$ cat src/rtl/tps_pkg.sv
// constants for the transmitter power recycle sequencer
package tps_pkg;
  // ==========================================================
  // clock and time base
  localparam int CLK_HZ = 10_000_000;
  localparam int TICK_PERIOD_MS = 10;
  localparam int TICK_CYCLES_DEF = CLK_HZ / 1000 * TICK_PERIOD_MS;
  localparam int TICKS_PER_SEC = 1000 / TICK_PERIOD_MS;
  // ==========================================================
  // sequence times
  localparam int WARMUP_S = 30;
  localparam int WINDOW_S = 30;
  localparam int RESTART_DELAY_MS = 500;
  localparam int RESTART_PULSE_MS = 500;
  localparam int WARMUP_TICKS = WARMUP_S * TICKS_PER_SEC;
  localparam int WINDOW_TICKS = WINDOW_S * TICKS_PER_SEC;
  localparam int DELAY_TICKS = RESTART_DELAY_MS / TICK_PERIOD_MS;
  localparam int PULSE_TICKS = RESTART_PULSE_MS / TICK_PERIOD_MS;
  localparam int TMR_W = 13;
  // ==========================================================
  // restart limits
  localparam logic [2:0] LIMIT_TWO = 3'h2;
  localparam logic [2:0] LIMIT_FOUR = 3'h4;
  // ==========================================================
  // input vector positions
  localparam int IN_FIL_ON = 0;
  localparam int IN_FIL_OFF = 1;
  localparam int IN_HV_ON = 2;
  localparam int IN_AIR = 3;
  localparam int IN_PLATE_OVL = 4;
  localparam int IN_SCREEN_OVL = 5;
  localparam int IN_DRIVER_OVL = 6;
  localparam int IN_REFL_EXCESS = 7;
  localparam int IN_REFL_EN = 8;
  localparam int IN_FCLR = 9;
  localparam int IN_AR_DIS = 10;
  localparam int IN_RTEST = 11;
  localparam int IN_STRAP = 12;
  localparam int IN_W = 13;
  // ==========================================================
  // register map
  localparam logic [7:0] REG_STATUS = 8'h00;
  localparam logic [7:0] REG_HOURS = 8'h04;
  localparam logic [7:0] REG_CONTROL = 8'h08;
  localparam int CTL_ALLOW = 0;
  localparam int CTL_FCLR = 1;
  localparam logic CTL_ALLOW_RST = 1'b1;
  localparam logic [1:0] RESP_OKAY = 2'h0;
  localparam logic [1:0] RESP_SLVERR = 2'h2;
  // ==========================================================
  // state types
  typedef enum logic [1:0] {SQ_IDLE, SQ_BLOWER, SQ_FILAMENT, SQ_READY}
    tps_seq_e;
  typedef enum logic [1:0] {RC_IDLE, RC_DELAY, RC_PULSE} tps_rc_e;
endpackage

$ cat src/rtl/tps_sequencer.sv
// transmitter power sequencer with overload latching and auto recycle
//
// Our own choices: the AXI4-Lite interface to the registers and the address map.
`timescale 1ns/10ps
`default_nettype none
module tps_sequencer #(
  parameter int TICK_CYCLES = tps_pkg::TICK_CYCLES_DEF
) (
  input wire logic aclk,
  input wire logic aresetn,
  input wire logic [tps_pkg::IN_W-1:0] sw_in,
  output logic blower_relay,
  output logic filament_power_relay,
  output logic aux_power_enable,
  output logic warmup_delay_relay,
  output logic plate_control_relay,
  output logic exciter_override,
  output logic reflected_power_overload_trip,
  output logic [3:0] fault_lamp,
  output logic recycle_pulse_lamp,
  output logic recycle_lockout_lamp,
  output logic ready_lamp,
  output logic elapsed_hour_meter,
  input wire logic [7:0] s_axi_awaddr,
  input wire logic s_axi_awvalid,
  output logic s_axi_awready,
  input wire logic [31:0] s_axi_wdata,
  input wire logic [3:0] s_axi_wstrb,
  input wire logic s_axi_wvalid,
  output logic s_axi_wready,
  output logic [1:0] s_axi_bresp,
  output logic s_axi_bvalid,
  input wire logic s_axi_bready,
  input wire logic [7:0] s_axi_araddr,
  input wire logic s_axi_arvalid,
  output logic s_axi_arready,
  output logic [31:0] s_axi_rdata,
  output logic [1:0] s_axi_rresp,
  output logic s_axi_rvalid,
  input wire logic s_axi_rready
);
  import tps_pkg::*;

  // ==========================================================
  // time base, synchronizer and debounce
  logic [16:0] div_reg, div_next;
  logic tick_reg, tick_next;
  logic [IN_W-1:0] s1_reg, s2_reg, samp_reg, samp_next;
  logic [IN_W-1:0] db_reg, db_next, dbp_reg;
  logic [IN_W-1:0] rise;

  always_comb begin
    div_next = div_reg + 17'h1;
    tick_next = 1'b0;
    if (div_reg == 17'(TICK_CYCLES - 1)) begin
      div_next = 17'h0;
      tick_next = 1'b1;
    end
    samp_next = tick_reg ? s2_reg : samp_reg;
    db_next = db_reg;
    if (tick_reg) begin
      // two agreeing tick samples make a stable level
      db_next = (s2_reg & samp_reg) | (db_reg & (s2_reg | samp_reg));
    end
  end

  assign rise = db_reg & ~dbp_reg;

  always_ff @(posedge aclk) begin
    if (!aresetn) begin
      div_reg <= 17'h0;
      tick_reg <= 1'b0;
      s1_reg <= '0;
      s2_reg <= '0;
      samp_reg <= '0;
      db_reg <= '0;
      dbp_reg <= '0;
    end else begin
      div_reg <= div_next;
      tick_reg <= tick_next;
      s1_reg <= sw_in;
      s2_reg <= s1_reg;
      samp_reg <= samp_next;
      db_reg <= db_next;
      dbp_reg <= db_reg;
    end
  end

  // ==========================================================
  // strap capture after reset release
  logic [1:0] strap_wait_reg, strap_wait_next;
  logic [2:0] limit_reg, limit_next;

  always_comb begin
    strap_wait_next = strap_wait_reg;
    limit_next = limit_reg;
    if (strap_wait_reg != 2'h3) begin
      strap_wait_next = strap_wait_reg + 2'h1;
      if (strap_wait_reg == 2'h2) begin
        limit_next = s2_reg[IN_STRAP] ? LIMIT_FOUR : LIMIT_TWO;
      end
    end
  end

  always_ff @(posedge aclk) begin
    if (!aresetn) begin
      strap_wait_reg <= 2'h0;
      limit_reg <= LIMIT_TWO;
    end else begin
      strap_wait_reg <= strap_wait_next;
      limit_reg <= limit_next;
    end
  end

  // ==========================================================
  // overload trips and fault lamps
  logic [3:0] trip, trip_p_reg, trip_rise;
  logic [3:0] fault_next;
  logic refl_trip_next, fclr_pulse;
  logic ctl_fclr_reg;

  assign trip = {reflected_power_overload_trip, db_reg[IN_DRIVER_OVL],
                 db_reg[IN_SCREEN_OVL], db_reg[IN_PLATE_OVL]};
  assign trip_rise = trip & ~trip_p_reg;
  assign fclr_pulse = rise[IN_FCLR] | ctl_fclr_reg;

  always_comb begin
    refl_trip_next = db_reg[IN_REFL_EXCESS] & db_reg[IN_REFL_EN];
    fault_next = fault_lamp;
    if (fclr_pulse) begin
      fault_next = 4'h0;
    end
    fault_next = fault_next | trip_rise;
  end

  // ==========================================================
  // recycle logic
  tps_rc_e rc_reg, rc_next;
  logic [TMR_W-1:0] rc_cnt_reg, rc_cnt_next, win_cnt_reg, win_cnt_next;
  logic win_run_reg, win_run_next;
  logic [2:0] att_reg, att_next;
  logic allow_reg;
  logic trigger, lockout, pulse_start, pulse_next, lock_next;

  assign trigger = (|trip_rise) | rise[IN_RTEST];
  assign lockout = (att_reg >= limit_reg);

  always_comb begin
    rc_next = rc_reg;
    rc_cnt_next = rc_cnt_reg;
    win_cnt_next = win_cnt_reg;
    win_run_next = win_run_reg;
    att_next = att_reg;
    pulse_start = 1'b0;
    if (win_run_reg && tick_reg) begin
      win_cnt_next = win_cnt_reg + 13'h1;
      if (win_cnt_reg == TMR_W'(WINDOW_TICKS - 1)) begin
        win_run_next = 1'b0;
        att_next = 3'h0;
      end
    end
    case (rc_reg)
      RC_IDLE: begin
        if (trigger && !lockout) begin
          rc_next = RC_DELAY;
          rc_cnt_next = '0;
          if (!win_run_reg) begin
            win_run_next = 1'b1;
            win_cnt_next = '0;
          end
        end
      end
      RC_DELAY: begin
        if (tick_reg) begin
          rc_cnt_next = rc_cnt_reg + 13'h1;
          if (rc_cnt_reg == TMR_W'(DELAY_TICKS - 1)) begin
            att_next = att_reg + 3'h1;
            rc_cnt_next = '0;
            if (allow_reg && !db_reg[IN_AR_DIS] && !lockout) begin
              rc_next = RC_PULSE;
              pulse_start = 1'b1;
            end else begin
              rc_next = RC_IDLE;
            end
          end
        end
      end
      RC_PULSE: begin
        if (tick_reg) begin
          rc_cnt_next = rc_cnt_reg + 13'h1;
          if (rc_cnt_reg == TMR_W'(PULSE_TICKS - 1)) begin
            rc_next = RC_IDLE;
          end
        end
      end
      default: rc_next = RC_IDLE;
    endcase
    pulse_next = (rc_next == RC_PULSE);
    lock_next = (att_next >= limit_reg);
  end

  // ==========================================================
  // power sequence
  tps_seq_e sq_reg, sq_next;
  logic [TMR_W-1:0] warm_reg, warm_next;
  logic hv_req_reg, hv_req_next, hv_cmd;
  logic plate_next;

  assign hv_cmd = rise[IN_HV_ON] | pulse_start;

  always_comb begin
    sq_next = sq_reg;
    warm_next = warm_reg;
    case (sq_reg)
      SQ_IDLE: begin
        if (rise[IN_FIL_ON] || hv_cmd) begin
          sq_next = SQ_BLOWER;
        end
      end
      SQ_BLOWER: begin
        warm_next = '0;
        if (db_reg[IN_AIR]) begin
          sq_next = SQ_FILAMENT;
        end
      end
      SQ_FILAMENT: begin
        if (tick_reg) begin
          warm_next = warm_reg + 13'h1;
          if (warm_reg == TMR_W'(WARMUP_TICKS - 1)) begin
            sq_next = SQ_READY;
          end
        end
      end
      SQ_READY: sq_next = SQ_READY;
      default: sq_next = SQ_IDLE;
    endcase
    if (sq_reg != SQ_IDLE && sq_reg != SQ_BLOWER && !db_reg[IN_AIR]) begin
      sq_next = SQ_BLOWER;
    end
    if (rise[IN_FIL_OFF]) begin
      sq_next = SQ_IDLE;
    end
    hv_req_next = hv_req_reg | hv_cmd;
    if ((|trip) || rise[IN_FIL_OFF]) begin
      hv_req_next = 1'b0;
    end
    plate_next = hv_req_next && (sq_next == SQ_READY) && !(|trip);
  end

  // ==========================================================
  // elapsed time totalizer
  logic [6:0] sub_reg, sub_next;
  logic [31:0] secs_reg, secs_next;

  always_comb begin
    sub_next = sub_reg;
    secs_next = secs_reg;
    if (filament_power_relay && tick_reg) begin
      sub_next = sub_reg + 7'h1;
      if (sub_reg == 7'(TICKS_PER_SEC - 1)) begin
        sub_next = 7'h0;
        secs_next = secs_reg + 32'h1;
      end
    end
  end

  // ==========================================================
  // state and output registers
  always_ff @(posedge aclk) begin
    if (!aresetn) begin
      trip_p_reg <= 4'h0;
      fault_lamp <= 4'h0;
      reflected_power_overload_trip <= 1'b0;
      rc_reg <= RC_IDLE;
      rc_cnt_reg <= '0;
      win_cnt_reg <= '0;
      win_run_reg <= 1'b0;
      att_reg <= 3'h0;
      recycle_pulse_lamp <= 1'b0;
      recycle_lockout_lamp <= 1'b0;
      sq_reg <= SQ_IDLE;
      warm_reg <= '0;
      hv_req_reg <= 1'b0;
      blower_relay <= 1'b0;
      filament_power_relay <= 1'b0;
      aux_power_enable <= 1'b0;
      warmup_delay_relay <= 1'b0;
      plate_control_relay <= 1'b0;
      exciter_override <= 1'b1;
      ready_lamp <= 1'b0;
      elapsed_hour_meter <= 1'b0;
      sub_reg <= 7'h0;
      secs_reg <= 32'h0;
    end else begin
      trip_p_reg <= trip;
      fault_lamp <= fault_next;
      reflected_power_overload_trip <= refl_trip_next;
      rc_reg <= rc_next;
      rc_cnt_reg <= rc_cnt_next;
      win_cnt_reg <= win_cnt_next;
      win_run_reg <= win_run_next;
      att_reg <= att_next;
      recycle_pulse_lamp <= pulse_next;
      recycle_lockout_lamp <= lock_next;
      sq_reg <= sq_next;
      warm_reg <= warm_next;
      hv_req_reg <= hv_req_next;
      blower_relay <= (sq_next != SQ_IDLE);
      filament_power_relay <= (sq_next == SQ_FILAMENT) ||
                              (sq_next == SQ_READY);
      aux_power_enable <= (sq_next == SQ_FILAMENT) ||
                          (sq_next == SQ_READY);
      warmup_delay_relay <= (sq_next == SQ_READY);
      exciter_override <= (sq_next != SQ_READY);
      plate_control_relay <= plate_next;
      ready_lamp <= (sq_next == SQ_READY);
      elapsed_hour_meter <= (sq_next == SQ_FILAMENT) ||
                            (sq_next == SQ_READY);
      sub_reg <= sub_next;
      secs_reg <= secs_next;
    end
  end

  // ==========================================================
  // axi4-lite slave
  logic aw_got_reg, aw_got_next, w_got_reg, w_got_next;
  logic [7:0] awa_reg, awa_next;
  logic [31:0] wd_reg, wd_next;
  logic [3:0] ws_reg, ws_next;
  logic bvalid_next, rvalid_next, awready_next, wready_next, arready_next;
  logic [1:0] bresp_next, rresp_next;
  logic [31:0] rdata_next, status_word;
  logic allow_next, ctl_fclr_next, commit;

  assign status_word = {16'h0, limit_reg == LIMIT_FOUR, att_reg,
                        fault_lamp, recycle_pulse_lamp,
                        recycle_lockout_lamp, exciter_override, ready_lamp,
                        plate_control_relay, warmup_delay_relay,
                        filament_power_relay, blower_relay};

  always_comb begin
    aw_got_next = aw_got_reg | (s_axi_awvalid & s_axi_awready);
    w_got_next = w_got_reg | (s_axi_wvalid & s_axi_wready);
    awa_next = (s_axi_awvalid & s_axi_awready) ? s_axi_awaddr : awa_reg;
    wd_next = (s_axi_wvalid & s_axi_wready) ? s_axi_wdata : wd_reg;
    ws_next = (s_axi_wvalid & s_axi_wready) ? s_axi_wstrb : ws_reg;
    commit = aw_got_reg & w_got_reg & ~s_axi_bvalid;
    bvalid_next = s_axi_bvalid & ~s_axi_bready;
    bresp_next = s_axi_bresp;
    allow_next = allow_reg;
    ctl_fclr_next = 1'b0;
    if (commit) begin
      aw_got_next = 1'b0;
      w_got_next = 1'b0;
      bvalid_next = 1'b1;
      bresp_next = RESP_OKAY;
      if (awa_reg[7:2] == REG_CONTROL[7:2]) begin
        if (ws_reg[0]) begin
          allow_next = wd_reg[CTL_ALLOW];
          ctl_fclr_next = wd_reg[CTL_FCLR];
        end
      end else if (awa_reg[7:2] != REG_STATUS[7:2] &&
                   awa_reg[7:2] != REG_HOURS[7:2]) begin
        bresp_next = RESP_SLVERR;
      end
    end
    awready_next = ~aw_got_next & ~bvalid_next;
    wready_next = ~w_got_next & ~bvalid_next;
    rvalid_next = s_axi_rvalid & ~s_axi_rready;
    rdata_next = s_axi_rdata;
    rresp_next = s_axi_rresp;
    if (s_axi_arvalid && s_axi_arready) begin
      rvalid_next = 1'b1;
      rresp_next = RESP_OKAY;
      case (s_axi_araddr[7:2])
        REG_STATUS[7:2]: rdata_next = status_word;
        REG_HOURS[7:2]: rdata_next = secs_reg;
        REG_CONTROL[7:2]: rdata_next = {31'h0, allow_reg};
        default: begin
          rdata_next = 32'h0;
          rresp_next = RESP_SLVERR;
        end
      endcase
    end
    arready_next = ~rvalid_next;
  end

  always_ff @(posedge aclk) begin
    if (!aresetn) begin
      aw_got_reg <= 1'b0;
      w_got_reg <= 1'b0;
      awa_reg <= 8'h0;
      wd_reg <= 32'h0;
      ws_reg <= 4'h0;
      s_axi_awready <= 1'b0;
      s_axi_wready <= 1'b0;
      s_axi_bvalid <= 1'b0;
      s_axi_bresp <= RESP_OKAY;
      s_axi_arready <= 1'b0;
      s_axi_rvalid <= 1'b0;
      s_axi_rdata <= 32'h0;
      s_axi_rresp <= RESP_OKAY;
      allow_reg <= CTL_ALLOW_RST;
      ctl_fclr_reg <= 1'b0;
    end else begin
      aw_got_reg <= aw_got_next;
      w_got_reg <= w_got_next;
      awa_reg <= awa_next;
      wd_reg <= wd_next;
      ws_reg <= ws_next;
      s_axi_awready <= awready_next;
      s_axi_wready <= wready_next;
      s_axi_bvalid <= bvalid_next;
      s_axi_bresp <= bresp_next;
      s_axi_arready <= arready_next;
      s_axi_rvalid <= rvalid_next;
      s_axi_rdata <= rdata_next;
      s_axi_rresp <= rresp_next;
      allow_reg <= allow_next;
      ctl_fclr_reg <= ctl_fclr_next;
    end
  end
endmodule // tps_sequencer
`default_nettype wire

$ cat config.mk
export PLATFORM = sky130hd
export DESIGN_NAME = tps_sequencer
export DESIGN_NICKNAME = d
export VERILOG_FILES = /design/src/rtl/tps_pkg.sv /design/src/rtl/tps_sequencer.sv
export SDC_FILE = /design/constraint.sdc
export NUM_CORES = 1
export LEC_CHECK = 0
export ABC_AREA = 1
export BUFFER_PORTS_ARGS = -buffer_cell sky130_fd_sc_hd__buf_2
export CAP_MARGIN = 25
export CORE_UTILIZATION = 48
export CTS_BUF_LIST = sky130_fd_sc_hd__clkbuf_2
export CTS_CLUSTER_DIAMETER = 200
export DETAILED_ROUTE_END_ITERATION = 10
export GPL_TIMING_DRIVEN = 1
export PLACE_DENSITY = 0.78
export SLEW_MARGIN = 20
export SYNTH_ARGS = -nofsm -noshare
export SYNTH_HDL_FRONTEND = slang
export SYNTH_SLANG_ARGS = --single-unit
$ cat constraint.sdc
create_clock -name aclk -period 2.4 [get_ports aclk]
set_input_delay 0.12 -clock aclk [delete_from_list [all_inputs] [get_ports aclk]]
set_output_delay 0.12 -clock aclk [all_outputs]
set_load 0.01 [all_outputs]
After elaboration in Yosys (flattened, before gate mapping)

Index checks and enable logic that the tools add are counted.

Bitwise logic cells: 32
Eq/ne operators: 26
Order comparisons: 2
Reduce and logical (&&, ||, !) cells: 36
$add $sub $neg: 8
Mux-type cells: 52

Operators by type and width:

| kind                                                              | count |
|---|---|
| 13-bit 2-to-1 mux                                                 | 9 |
| 32-bit case mux with 3 select lines                               | 1 |
| 13-bit by 1-bit adder with 13-bit output, second input constant   | 3 |
| 13-bit case mux with 3 select lines                               | 1 |
| 32-bit by 1-bit adder with 32-bit output, second input constant   | 1 |
| 2-bit 2-to-1 mux                                                  | 15 |
| 13-bit bitwise AND                                                | 2 |
| 13-bit by 12-bit == test with 1-bit output, second input constant | 2 |
| 13-bit OR                                                         | 2 |
| 13-bit case mux with 2 select lines                               | 1 |
| 3-bit 2-to-1 mux                                                  | 6 |
| 17-bit by 1-bit adder with 17-bit output, second input constant   | 1 |
| 17-bit == test, second input constant                             | 1 |
| 1-bit 2-to-1 mux                                                  | 15 |
| 2-bit == test, second input constant                              | 7 |
| 13-bit by 6-bit == test with 1-bit output, second input constant  | 1 |
| 12-bit bitwise AND                                                | 1 |
| 6-bit by 2-bit == test with 1-bit output, second input constant   | 2 |
| 2-bit inequality test, second input constant                      | 6 |
| 12-bit inverter                                                   | 1 |
| 1-bit logical AND                                                 | 11 |
| 1-bit bitwise AND                                                 | 9 |
| 1-bit inverter                                                    | 8 |
| 2-bit case mux with 4 select lines                                | 1 |
| other kinds (30)                                                  | 49 |

Output and inout port bits: 56
Register bits: 246
Word-level logic and storage cells: 200

Depth between registers and ports, before layout

Gate-level depths: netlist of the first run.

Depth in word-level cells: 16
Gate-level depth with buffers: 13

Least setup slack after synthesis of the first run

Ideal clock, no wire load.

Kind: reg-to-reg
Start: register win_cnt_reg[0]
End: register recycle_lockout_lamp
Arrival time: 1590 ps
Path slack: 676 ps
Setup time: 134 ps
Data required time: 2266 ps
Period minus slack after synthesis: 1724 ps
Cell stages (with the launch flop): 14
Buffers on the path: 0
Path through: dfxtp_1 -> ha_1 -> nand2_1 -> inv_1 -> nand2_1 -> nor2_1 -> nand3_1 -> nand2_1 -> inv_1 -> nand2_1 -> nand2_1 -> ha_1 -> a21oi_1 -> a21oi_1

Longest elaborated chain between the ends: 7

RTL lines:

| what                                         | RTL line             | source |
|---|---|---|
| start, declared                              | tps_sequencer.sv:139 | `logic [TMR_W-1:0] rc_cnt_reg, rc_cnt_next, win_cnt_reg, win_cnt_next;` |
| start signal, assigned                       | tps_sequencer.sv:300 | `win_cnt_reg <= win_cnt_next;` |
| 13-bit by 12-bit == test with 1-bit output * | tps_sequencer.sv:157 | `if (win_cnt_reg == TMR_W'(WINDOW_TICKS - 1)) begin` |
| 3-bit 2-to-1 mux *                           | tps_sequencer.sv:157 |  |
| 3-bit 2-to-1 mux *                           | tps_sequencer.sv:155 | `if (win_run_reg && tick_reg) begin` |
| 3-bit 2-to-1 mux                             | tps_sequencer.sv:176 | `if (rc_cnt_reg == TMR_W'(DELAY_TICKS - 1)) begin` |
| 3-bit 2-to-1 mux                             | tps_sequencer.sv:174 | `if (tick_reg) begin` |
| 3-bit 2-to-1 mux *                           | tps_sequencer.sv:162 | `case (rc_reg)` |
| via att_next[2]                              | tps_sequencer.sv:141 | `logic [2:0] att_reg, att_next;` |
| 3-bit greater-or-equal comparator *          | tps_sequencer.sv:199 | `lock_next = (att_next >= limit_reg);` |
| end signal, assigned                         | tps_sequencer.sv:304 | `recycle_lockout_lamp <= lock_next;` |
| end, declared                                | tps_sequencer.sv:21  | `output logic recycle_lockout_lamp,` |

Mark *: on every way through the listed nets, which the timed path passes. The rest lies on a longest branch.
A chain may end at the register's enable or synchronous reset.

Worst setup path in the final report of the first run

Start: input port s_axi_araddr[4]
End: register s_axi_rdata[0]

Longest elaborated chain between the ends: 2
Elaborated cells between the ends (all ways): 4
Those cells by class: eq/ne (2); mux (1); reduce/logical (1)

RTL lines:

| what                                                                   | RTL line             | source |
|---|---|---|
| start, declared                                                        | tps_sequencer.sv:34  | `input wire logic [7:0] s_axi_araddr,` |
| 6-bit by 2-bit == test with 1-bit output, or another cell as far along | tps_sequencer.sv:375 | `case (s_axi_araddr[7:2])` |
| 32-bit case mux with 3 select lines *                                  | tps_sequencer.sv:375 |  |
| end signal, assigned                                                   | tps_sequencer.sv:417 | `s_axi_rdata <= rdata_next;` |
| end, declared                                                          | tps_sequencer.sv:37  | `output logic [31:0] s_axi_rdata,` |

Mark *: on every way between the ends. The rest lies on a longest branch, timed or not.

==> out/qor.yml, run 1 <==
fp.dieW_um: 149
antenna_left: 0
total_power_w: 0.00696
num_vias: 10100
antenna_found_initial: 1
area_delta_synth_final_pct: 19.6
portBuffers: 88
ys.warnings.count: 0
core_area_um2: 21200
cts_tree: "built"
grt_start_max_net_pins: 55
synthCells: 1452
cts_sinks: 232
finalSetupTns_ps: 0
worst_slack_ps: 128
rsz0062_at_grt: "false"
slew_viol_final: 0
wl_per_cell_um: 13.6
min_period_ps: 2270
grt_overflow: 0
placed_cells: 1780
worst_ep_required_time_ps: 3220
first_iter_violations: 758
placed_area_um2: 11100
gp_congestion: 0.916
hold_violations: 0
cp-start-kind: "input port"
route.detailed.drc: 0
hp-class: "in -> reg"
postSynth.asyncResetShare_pct: 0
critPathKind: "in -> reg"
initial_core_util_pct: 49.2
via_per_inst: 5.14
clock_skew_ps: 117
nNetsFinal: 1743
die_area_um2: 22300
vdd.ir_drop.worst_mv: 0.428
max_freq_ghz: 0.440
setup_violations: 0
grtUsageTotal_pct: 24.0
design_area_um2: 12400
met3_usage_pct: 4.46
fin_crit_sh_pct: 94.7
seqCellArea_um2: 4640
fin_cells: 1963
hpwl_mm: 16.2
leakage_nw: 5.34
place_ws_ps: 444
htreeDepth: 2
critPathArrivalTime_ps: 3090
fp-row-count: 53
postSynthAreaPerCell_um2: 7.17
cp-end-kind: "register"
synth-edff-count: 0
die-height_um: 149
status: "finished clean"
root_buffer: "clkbuf_2"
clockBufferDepth: 3
drv_cap: 0
max_slew.worst_pin.slew_ps: 675
syn-cell-area_um2: 10400
powerDensity_nw_per_um2: 559
use_met1_pct: 28.7
ys_seq_area_share_pct: 44.6
cp_max_fo: 2
boundaryPins: 128
fill_cells: 1818
synth_ff_type: "dfxtp_1"
path_clk_slew_ps: 120
multi_input_area_um2: 4820
dr.pass1.iters: 6
routed_wl_mm: 26.7
cts_made_buffers: 57
grt_pass1_vias: 9650
synthDistinctLibCells: 52
relSlewSlack_pct: 55.0
busiest_layer: "met2"
grt_pass1_wl_mm: 43.5
ys_seq_elements: 232
clock_latency_ps: 880
use_met2_pct: 40.5
drive_above_1_share_pct: 13.8
## critical path, stage by stage
cell and delay [ps]:
dlygate4sd3_1 550, buf_2 120, nor2_1 110, dlygate4sd3_1 560, nand3_1 80, dlygate4sd3_1 610, o22ai_1 160, dlygate4sd3_1 580
nand2_1 60, a21oi_1 130
## through the flow
step	utilization, %	hold slack [ps]
finish	58.8	194
floorplan	-	218
global placement	52.3	299
global route	58.8	153
detailed placement	52.3	306
CTS	58.9	63.9
## area by class of cell
| class | count | area share, % |
|---|---|---|
| multi-input cells | 986 | 38.8 |
| inverters | 188 | 5.68 |
| diodes | 1 | 0.0201 |
| well taps | 275 | 2.76 |
| flip-flops and latches | 232 | 37.3 |
| repair buffers | 188 | 11.6 |
| clock inverters | 15 | 0.744 |
| clock buffers | 78 | 3.14 |
## synthesized netlist by cell type, drive strengths merged, types with 4 or more instances
library cell    n  area [µm²]
nand2         368        1410
dfxtp         232        4640
inv           187         702
nor2          184         758
a21oi         122         626
o21ai         103         527
nand3          59         323
nor3           32         193
clkbuf         27         101
xor2           24         210
buf            20         135
nand4          19         125
ha             18         225
nor3b           8        65.1
nor4            6        37.5
o22ai           6        37.5
xnor2           5        43.8
nand3b          4        30.0
## power by group
group	total [W]	internal (W)	switching [W]
clock	0.00258	0.000987	0.00159
sequential	0.00396	0.00392	0.0000386
combinational	0.000428	0.000203	0.000225
## per-layer routing
metal  vias to the layer above  share of wire, %
li1                       5046                 -
met1                      4645                43
met2                       311                47
met3                        84               5.3
met4                         0               4.2
met5                         -                 0
## path summary, 6_finish.rpt
check | slack, ps | start | to | cells past startpoint
worst max-delay path | 130 | s_axi_araddr[4] | s_axi_rdata[0] | 10
worst min-delay path | 190 | s_axi_araddr[2] | s_axi_rresp[1] | 6
worst max register to register | 180 | s_axi_wready | wd_reg[1] | 5
worst min register to register | 410 | s1_reg[8] | s2_reg[8] | 2
## timing repair
item,4_1_cts,5_1_grt
hold buffers,90,0
endpoints found under the setup margin,0,2
resized for setup,0,1
setup buffers,0,0
hold endpoints to repair,176,0
## placed cells by master (no fill, tap or decap), types with 4 or more instances in the layout
cell           instances
nand2_1              357
dfxtp_1              232
inv_1                179
nor2_1               166
a21oi_1              120
o21ai_0               99
dlygate4sd3_1         89
buf_2                 87
clkbuf_2              78
nand3_1               55
nor3_1                28
xor2_1                24
nand4_1               18
ha_1                  18
nor2_2                13
clkinv_1              12
nand2_2               11
buf_4                 10
inv_2                  8
nor3b_1                7
nor4_1                 6
o22ai_1                6
xnor2_1                5
nor2_4                 5
nand3b_1               4
## cell families (layout without fill, tap and decap cells)
group | after synthesis | after routing | synth area share [%]
and+or+nand+nor | 687 | 687 | 28.7
AOI/OAI and AO/OA | 248 | 248 | 12.8
buffers and inverters | 235 | 469 | 9.07
DFF | 232 | 232 | 44.6
xor gates and xnor gates | 29 | 29 | 2.44
adders and majority gates | 18 | 18 | 2.16
muxes | 2 | 2 | 0.192
other | 1 | 3 | 0.0360
(Power assumes the default switching activity.)
==> run 2, diff against run 1 <==
Settings changed: PLACE_DENSITY 0.78 to 0.68, REMOVE_ABC_BUFFERS set to 1.
==> out/qor.yml, run 2 (synthesized netlist as in run 1, its figures left out) <==
status: "finished clean"
placed_cells: 1787  # +0.39%
drv_cap: 0  # unchanged
dr_wl_met3_mm: 1.02  # -28%
antenna_found_initial: 1  # unchanged
max_freq_ghz: 0.441  # +0.31%
htreeDepth: 2  # unchanged
seqCellArea_um2: 4640  # unchanged
relSlewSlack_pct: 54.4  # -0.60 points
fp-row-count: 53  # unchanged
clock_skew_ps: 38.6  # -78.8 ps
cp_max_fo: 3  # +1
cts_sinks: 232  # unchanged
gp_congestion: 0.911  # -0.57%
fin_crit_sh_pct: 94.4  # -0.29 points
wl_per_cell_um: 12.9  # -4.8%
die_area_um2: 22300  # unchanged
top_layer: "met4"
root_buffer: "clkbuf_2"
max_slew.worst_pin.slew_ps: 684  # +8.98 ps
min_period_ps: 2270  # -6.98 ps
critPathArrivalTime_ps: 3020  # -70 ps
leakage_nw: 5.39  # +0.90%
antenna_left: 0  # unchanged
hold_violations: 0  # unchanged
multi_input_area_um2: 4820  # about the same
dr.pass1.iters: 6  # unchanged
place_ws_ps: 502  # +58.7 ps
reg2reg_to: "wd_reg[0]"
fin_util_pct: 59.1  # +0.24 points
routed_wl_mm: 25.6  # -4.0%
setup_violations: 0  # unchanged
cp-start-kind: "input port"
area_delta_synth_final_pct: 20.1
grt_pass1_wl_mm: 41.9  # -3.8%
finalSetupTns_ps: 0  # unchanged
power.share.switching_pct: 26.8  # +0.18 points
worst_ep_required_time_ps: 3160  # -60 ps
hp-class: "in -> reg"
first_iter_violations: 498  # -34%
fp.dieW_um: 149  # unchanged
powerDensity_nw_per_um2: 554  # -1.1%
p_int_w: 0.00506  # -0.90%
fill_cells: 1975  # +8.6%
via_per_inst: 4.94  # -3.8%
clockBufferDepth: 3  # unchanged
cts_made_buffers: 59  # +3.5%
p_switching_w: 0.00186  # about the same
initial_core_util_pct: 49.2  # unchanged
slew_viol_final: 0  # unchanged
core_area_um2: 21200  # unchanged
grt_start_max_net_pins: 36  # -35%
path_clk_slew_ps: 90  # -30 ps
grtUsageTotal_pct: 23.2  # -0.78 points
portBuffers: 88  # unchanged
fin_cells: 1979  # +0.82%
hpwl_mm: 16.4  # +1.1%
cts_tree: "built"
critPathKind: "in -> reg"
wl_met1_mm: 11.1  # -3.4%
route.detailed.drc: 0  # unchanged
pwr-share-seq_pct: 57.2  # +0.4 points
grt_pass1_vias: 9136  # -5.3%
whs_endpoint: "s_axi_rdata[2]"
hold_start: "s_axi_araddr[2]"
wl_met2_mm: 12.8  # +1.4%
drive_above_1_share_pct: 14.4  # +0.57 points
r2r-start: "s_axi_wready"
die-height_um: 149  # unchanged
pwr-share-comb_pct: 6.3  # +0.2 points
num_vias: 9778  # -3.1%
final_cell_mix: "nand2_1, dfxtp_1, inv_1, nor2_1, a21oi_1"
nNetsFinal: 1753  # +0.57%
rsz0062_at_grt: "false"
final_common_cell: "nand2_1"
holdPathStages: 8  # +2
clkPwrFrac_pct: 36.6  # -0.4 points
cp-end-kind: "register"
whs_ps: 91.9  # -102 ps
worst-r2r-cell-count: 5  # unchanged
worst_slack_ps: 135  # +6.98 ps
clock_latency_ps: 860  # -20 ps
r2r_setup_slack_ps: 260  # +80 ps
boundaryPins: 128  # unchanged
grt_overflow: 0  # unchanged
vdd.ir_drop.worst_mv: 0.343  # -20%
run 2: changes by cell type in the layout (fill, tap and decap cells not counted), sizes merged:
cell,before,now
buf,99,106
clkbuf,78,83
clkinv,13,18
inv,189,187
bufinv,1,0
clkinvlp,0,1
dlygate4sd3,89,90
run 2: how the worst max path moves through the flow:
stage                     from  cells after the start                    to
3_3_place_gp      limit_reg[2]                     11         rc_cnt_reg[9]
6_report       s_axi_araddr[5]                     10        s_axi_rdata[0]
3_5_place_dp    win_cnt_reg[0]                     13  recycle_lockout_lamp
4_1_cts        s_axi_araddr[5]                     12       s_axi_rdata[13]
2_1_floorplan         tick_reg                     10  recycle_lockout_lamp
5_1_grt        s_axi_araddr[5]                     12       s_axi_rdata[15]
run 2: routing by layer:
metal  up-vias  global-route usage [%]
li1       5077                       -
met1      4438                    26.4
met2       195                    42.3
met3        68                    4.40
met4         0                    9.13
met5         -                       0
run 2: final cells by class:
class / instances / share of cell area (%)
multi-input combinational: 986 / 38.6
sequential: 232 / 37.2
timing repair buffer: 196 / 11.8
inverter: 188 / 5.66
clock buffer: 83 / 3.32
tap: 275 / 2.75
clock inverter: 18 / 0.661
antenna: 1 / 0.0200
run 2: metrics by stage:
step | total power, W | cell area (µm²)
after floorplan | 0.00419 | 10200
after global placement | 0.00432 | 11100
after detailed placement | 0.00433 | 11100
after CTS | 0.00699 | 12500
after global routing | 0.00726 | 12500
final | 0.00692 | 12500
run 2: critical path, stage by stage:
cell and delay (ps):
dlygate4sd3_1 550, buf_2 130, nor2_1 120, dlygate4sd3_1 580
nand3_1 60, dlygate4sd3_1 600, o22ai_1 120, dlygate4sd3_1 560
nand2_1 50, a21oi_1 120
run 2: what timing repair did:
item                      in CTS  in global routing
hold endpoints to repair     147                  0
hold buffers                  90                  0
setup buffers                  0                  0
gates resized for setup        0                  0
run 2: power groups by stage:
stage / combinational [W] / sequential (W) / clock (W)
finish: 0.000432 / 0.00395 / 0.00253
global route: 0.000476 / 0.00396 / 0.00282
CTS: 0.000409 / 0.00395 / 0.00263
detailed placement: 0.000289 / 0.00404 / 0
global placement: 0.000285 / 0.00404 / 0
floorplan: 0.000139 / 0.00405 / 0
==> run 3, diff against run 2 <==
Settings changed: CTS_BUF_LIST sky130_fd_sc_hd__clkbuf_2 to not set, MAX_ROUTING_LAYER set to met4.
==> out/qor.yml, run 3 (synthesized netlist as in run 1, its figures left out) <==
clock_latency_ps: 520  # -340 ps
total_power_w: 0.00830  # +20%
cp-end-kind: "register"
core_area_um2: 21200  # unchanged
initial_core_util_pct: 49.2  # unchanged
wl_per_cell_um: 12.6  # -2.5%
min_period_ps: 1910  # -356 ps
setup_violations: 0  # unchanged
grt_start_max_net_pins: 36  # unchanged
path_cells: "ha_1, nand2_1, inv_1, nand2_1, nor2_1, nand3_1, nand2_1, inv_1, nand2_1, nand2_1, ha_1, a21oi_1, a21oi_1"
area_delta_synth_final_pct: 17.6
htreeDepth: 1  # -1
antenna_left: 0  # unchanged
relSlewSlack_pct: 55.3  # +0.95 points
routed_wl_mm: 23.5  # -8.4%
holdPathStages: 3  # -5
cp_common_cell: "nand2_1"
cts_tree: "built"
finalSetupTns_ps: 0  # unchanged
route.detailed.drc: 0  # unchanged
max_slew.worst_pin.slew_ps: 669  # -14.2 ps
whs_endpoint: "s2_reg[6]"
grt_pass1_wl_mm: 38.8  # -7.4%
grt_overflow: 0  # unchanged
critPathArrivalTime_ps: 2310  # -710 ps
clock_skew_ps: 10.0  # -28.6 ps
cts_sinks: 232  # unchanged
die_area_um2: 22300  # unchanged
nNetsFinal: 1656  # -5.5%
worst-r2r-cell-count: 13  # +8
die-height_um: 149  # unchanged
status: "finished clean"
fill_cells: 1991  # +0.81%
hpwl_mm: 16.4  # unchanged
fp-row-count: 53  # unchanged
dr.pass1.iters: 5  # -1
cp_slowest_cell: "dfxtp_1"
fin_crit_sh_pct: 79.5  # -15 points
vdd.ir_drop.worst_mv: 0.631  # +84%
met3_usage_pct: 3.12  # -1.3 points
slew_viol_final: 0  # unchanged
first_iter_violations: 521  # +4.6%
powerDensity_nw_per_um2: 678  # +22%
leakage_nw: 5.18  # -4.0%
r2r-start: "win_cnt_reg[0]"
cts_made_buffers: 25  # -58%
r2r_setup_slack_ps: 490  # +230 ps
antenna_cells: 0  # -1
drv_cap: 0  # unchanged
drive_above_1_share_pct: 12.7  # -1.7 points
hp-class: "in -> reg"
fp.dieW_um: 149  # unchanged
via_per_inst: 4.98  # +0.89%
rsz0062_at_grt: "false"
portBuffers: 88  # unchanged
gp_congestion: 0.926  # +1.7%
critPathKind: "reg -> reg"
busiest_layer: "met2"
grtUsageTotal_pct: 21.8  # -1.4 points
cp-start-kind: "register"
post_cts_resized: 0  # unchanged
final_common_cell: "nand2_1"
root_buffer: "clkbuf_16"
hold_start: "aresetn"
boundaryPins: 128  # unchanged
final_cell_mix: "nand2_1, dfxtp_1, inv_1, nor2_1, a21oi_1"
use_met2_pct: 38.8  # -3.5 points
num_vias: 9272  # -5.2%
antenna_found_initial: 0  # -1
clockBufferDepth: 3  # unchanged
worst_ep_required_time_ps: 2800  # -360 ps
hold_violations: 0  # unchanged
reg2reg_to: "recycle_lockout_lamp"
use_met1_pct: 25.5  # -0.92 points
max_stage_delay_ps: 360  # -240 ps
grt_pass1_vias: 8395  # -8.1%
cp_max_fo: 3  # unchanged
path_clk_slew_ps: 60  # -30 ps
max_freq_ghz: 0.524  # +19%
## run 3: layout make-up
type                       count  area (µm²)  share of cell area, %
multi-input combinational    986        4820                   39.4
sequential                   232        4640                   38.0
timing repair buffer         133         848                   6.93
clock buffer                  35         733                   5.99
inverter                     188         707                   5.78
tap                          275         344                   2.81
clock inverter                11         139                   1.13
## run 3: worst max path at each step
| stage | start | to | slack, ps |
|---|---|---|---|
| 2_1_floorplan | tick_reg | recycle_lockout_lamp | 370 |
| 3_3_place_gp | limit_reg[2] | rc_cnt_reg[9] | 520 |
| 3_5_place_dp | win_cnt_reg[0] | recycle_lockout_lamp | 500 |
| 4_1_cts | rc_cnt_reg[0] | recycle_lockout_lamp | 480 |
| 5_1_grt | rc_cnt_reg[0] | recycle_lockout_lamp | 280 |
| 6_report | win_cnt_reg[0] | recycle_lockout_lamp | 490 |
## run 3: through the flow
stage / hold slack [ps] / cell area (µm²) / instances / worst slack (ps) / util, %
final: 22.0 / 12200 / 1860 / 491 / 57.9
after global routing: 30.8 / 12200 / 1860 / 284 / 57.9
after CTS: 8.12 / 12200 / 1860 / 478 / 57.9
after detailed placement: 305 / 11100 / 1787 / 502 / 52.5
after global placement: 299 / 11100 / 1787 / 521 / 52.5
after floorplan: 189 / 10200 / 1406 / 372 / -
## run 3: what timing repair did
action / 4_1_cts / 5_1_grt
endpoints found under the hold margin: 28 / 0
hold buffers: 27 / 0
setup buffers: 0 / 0
## run 3: worst max-delay path: cells and delay by family (launching register included)
family                   cells  cell delay, ps
buffers and inverters        2             120
flip-flops                   1             360
AO/OA/AOI/OAI                2             210
AND/OR/NAND/NOR              7             620
adder cells (fa/ha/maj)      2             490
## run 3: per-layer routing
layer	part of all wire, %	vias to the layer above
li1	-	4858
met4	2.4	0
met1	44	4201
met3	3.6	42
met5	0	-
met2	50	171
## run 3: where the power goes
group	switching [W]	internal (W)	total, W
combinational	0.000192	0.000133	0.000325
sequential	0.0000321	0.00392	0.00395
clock	0.00156	0.00245	0.00402
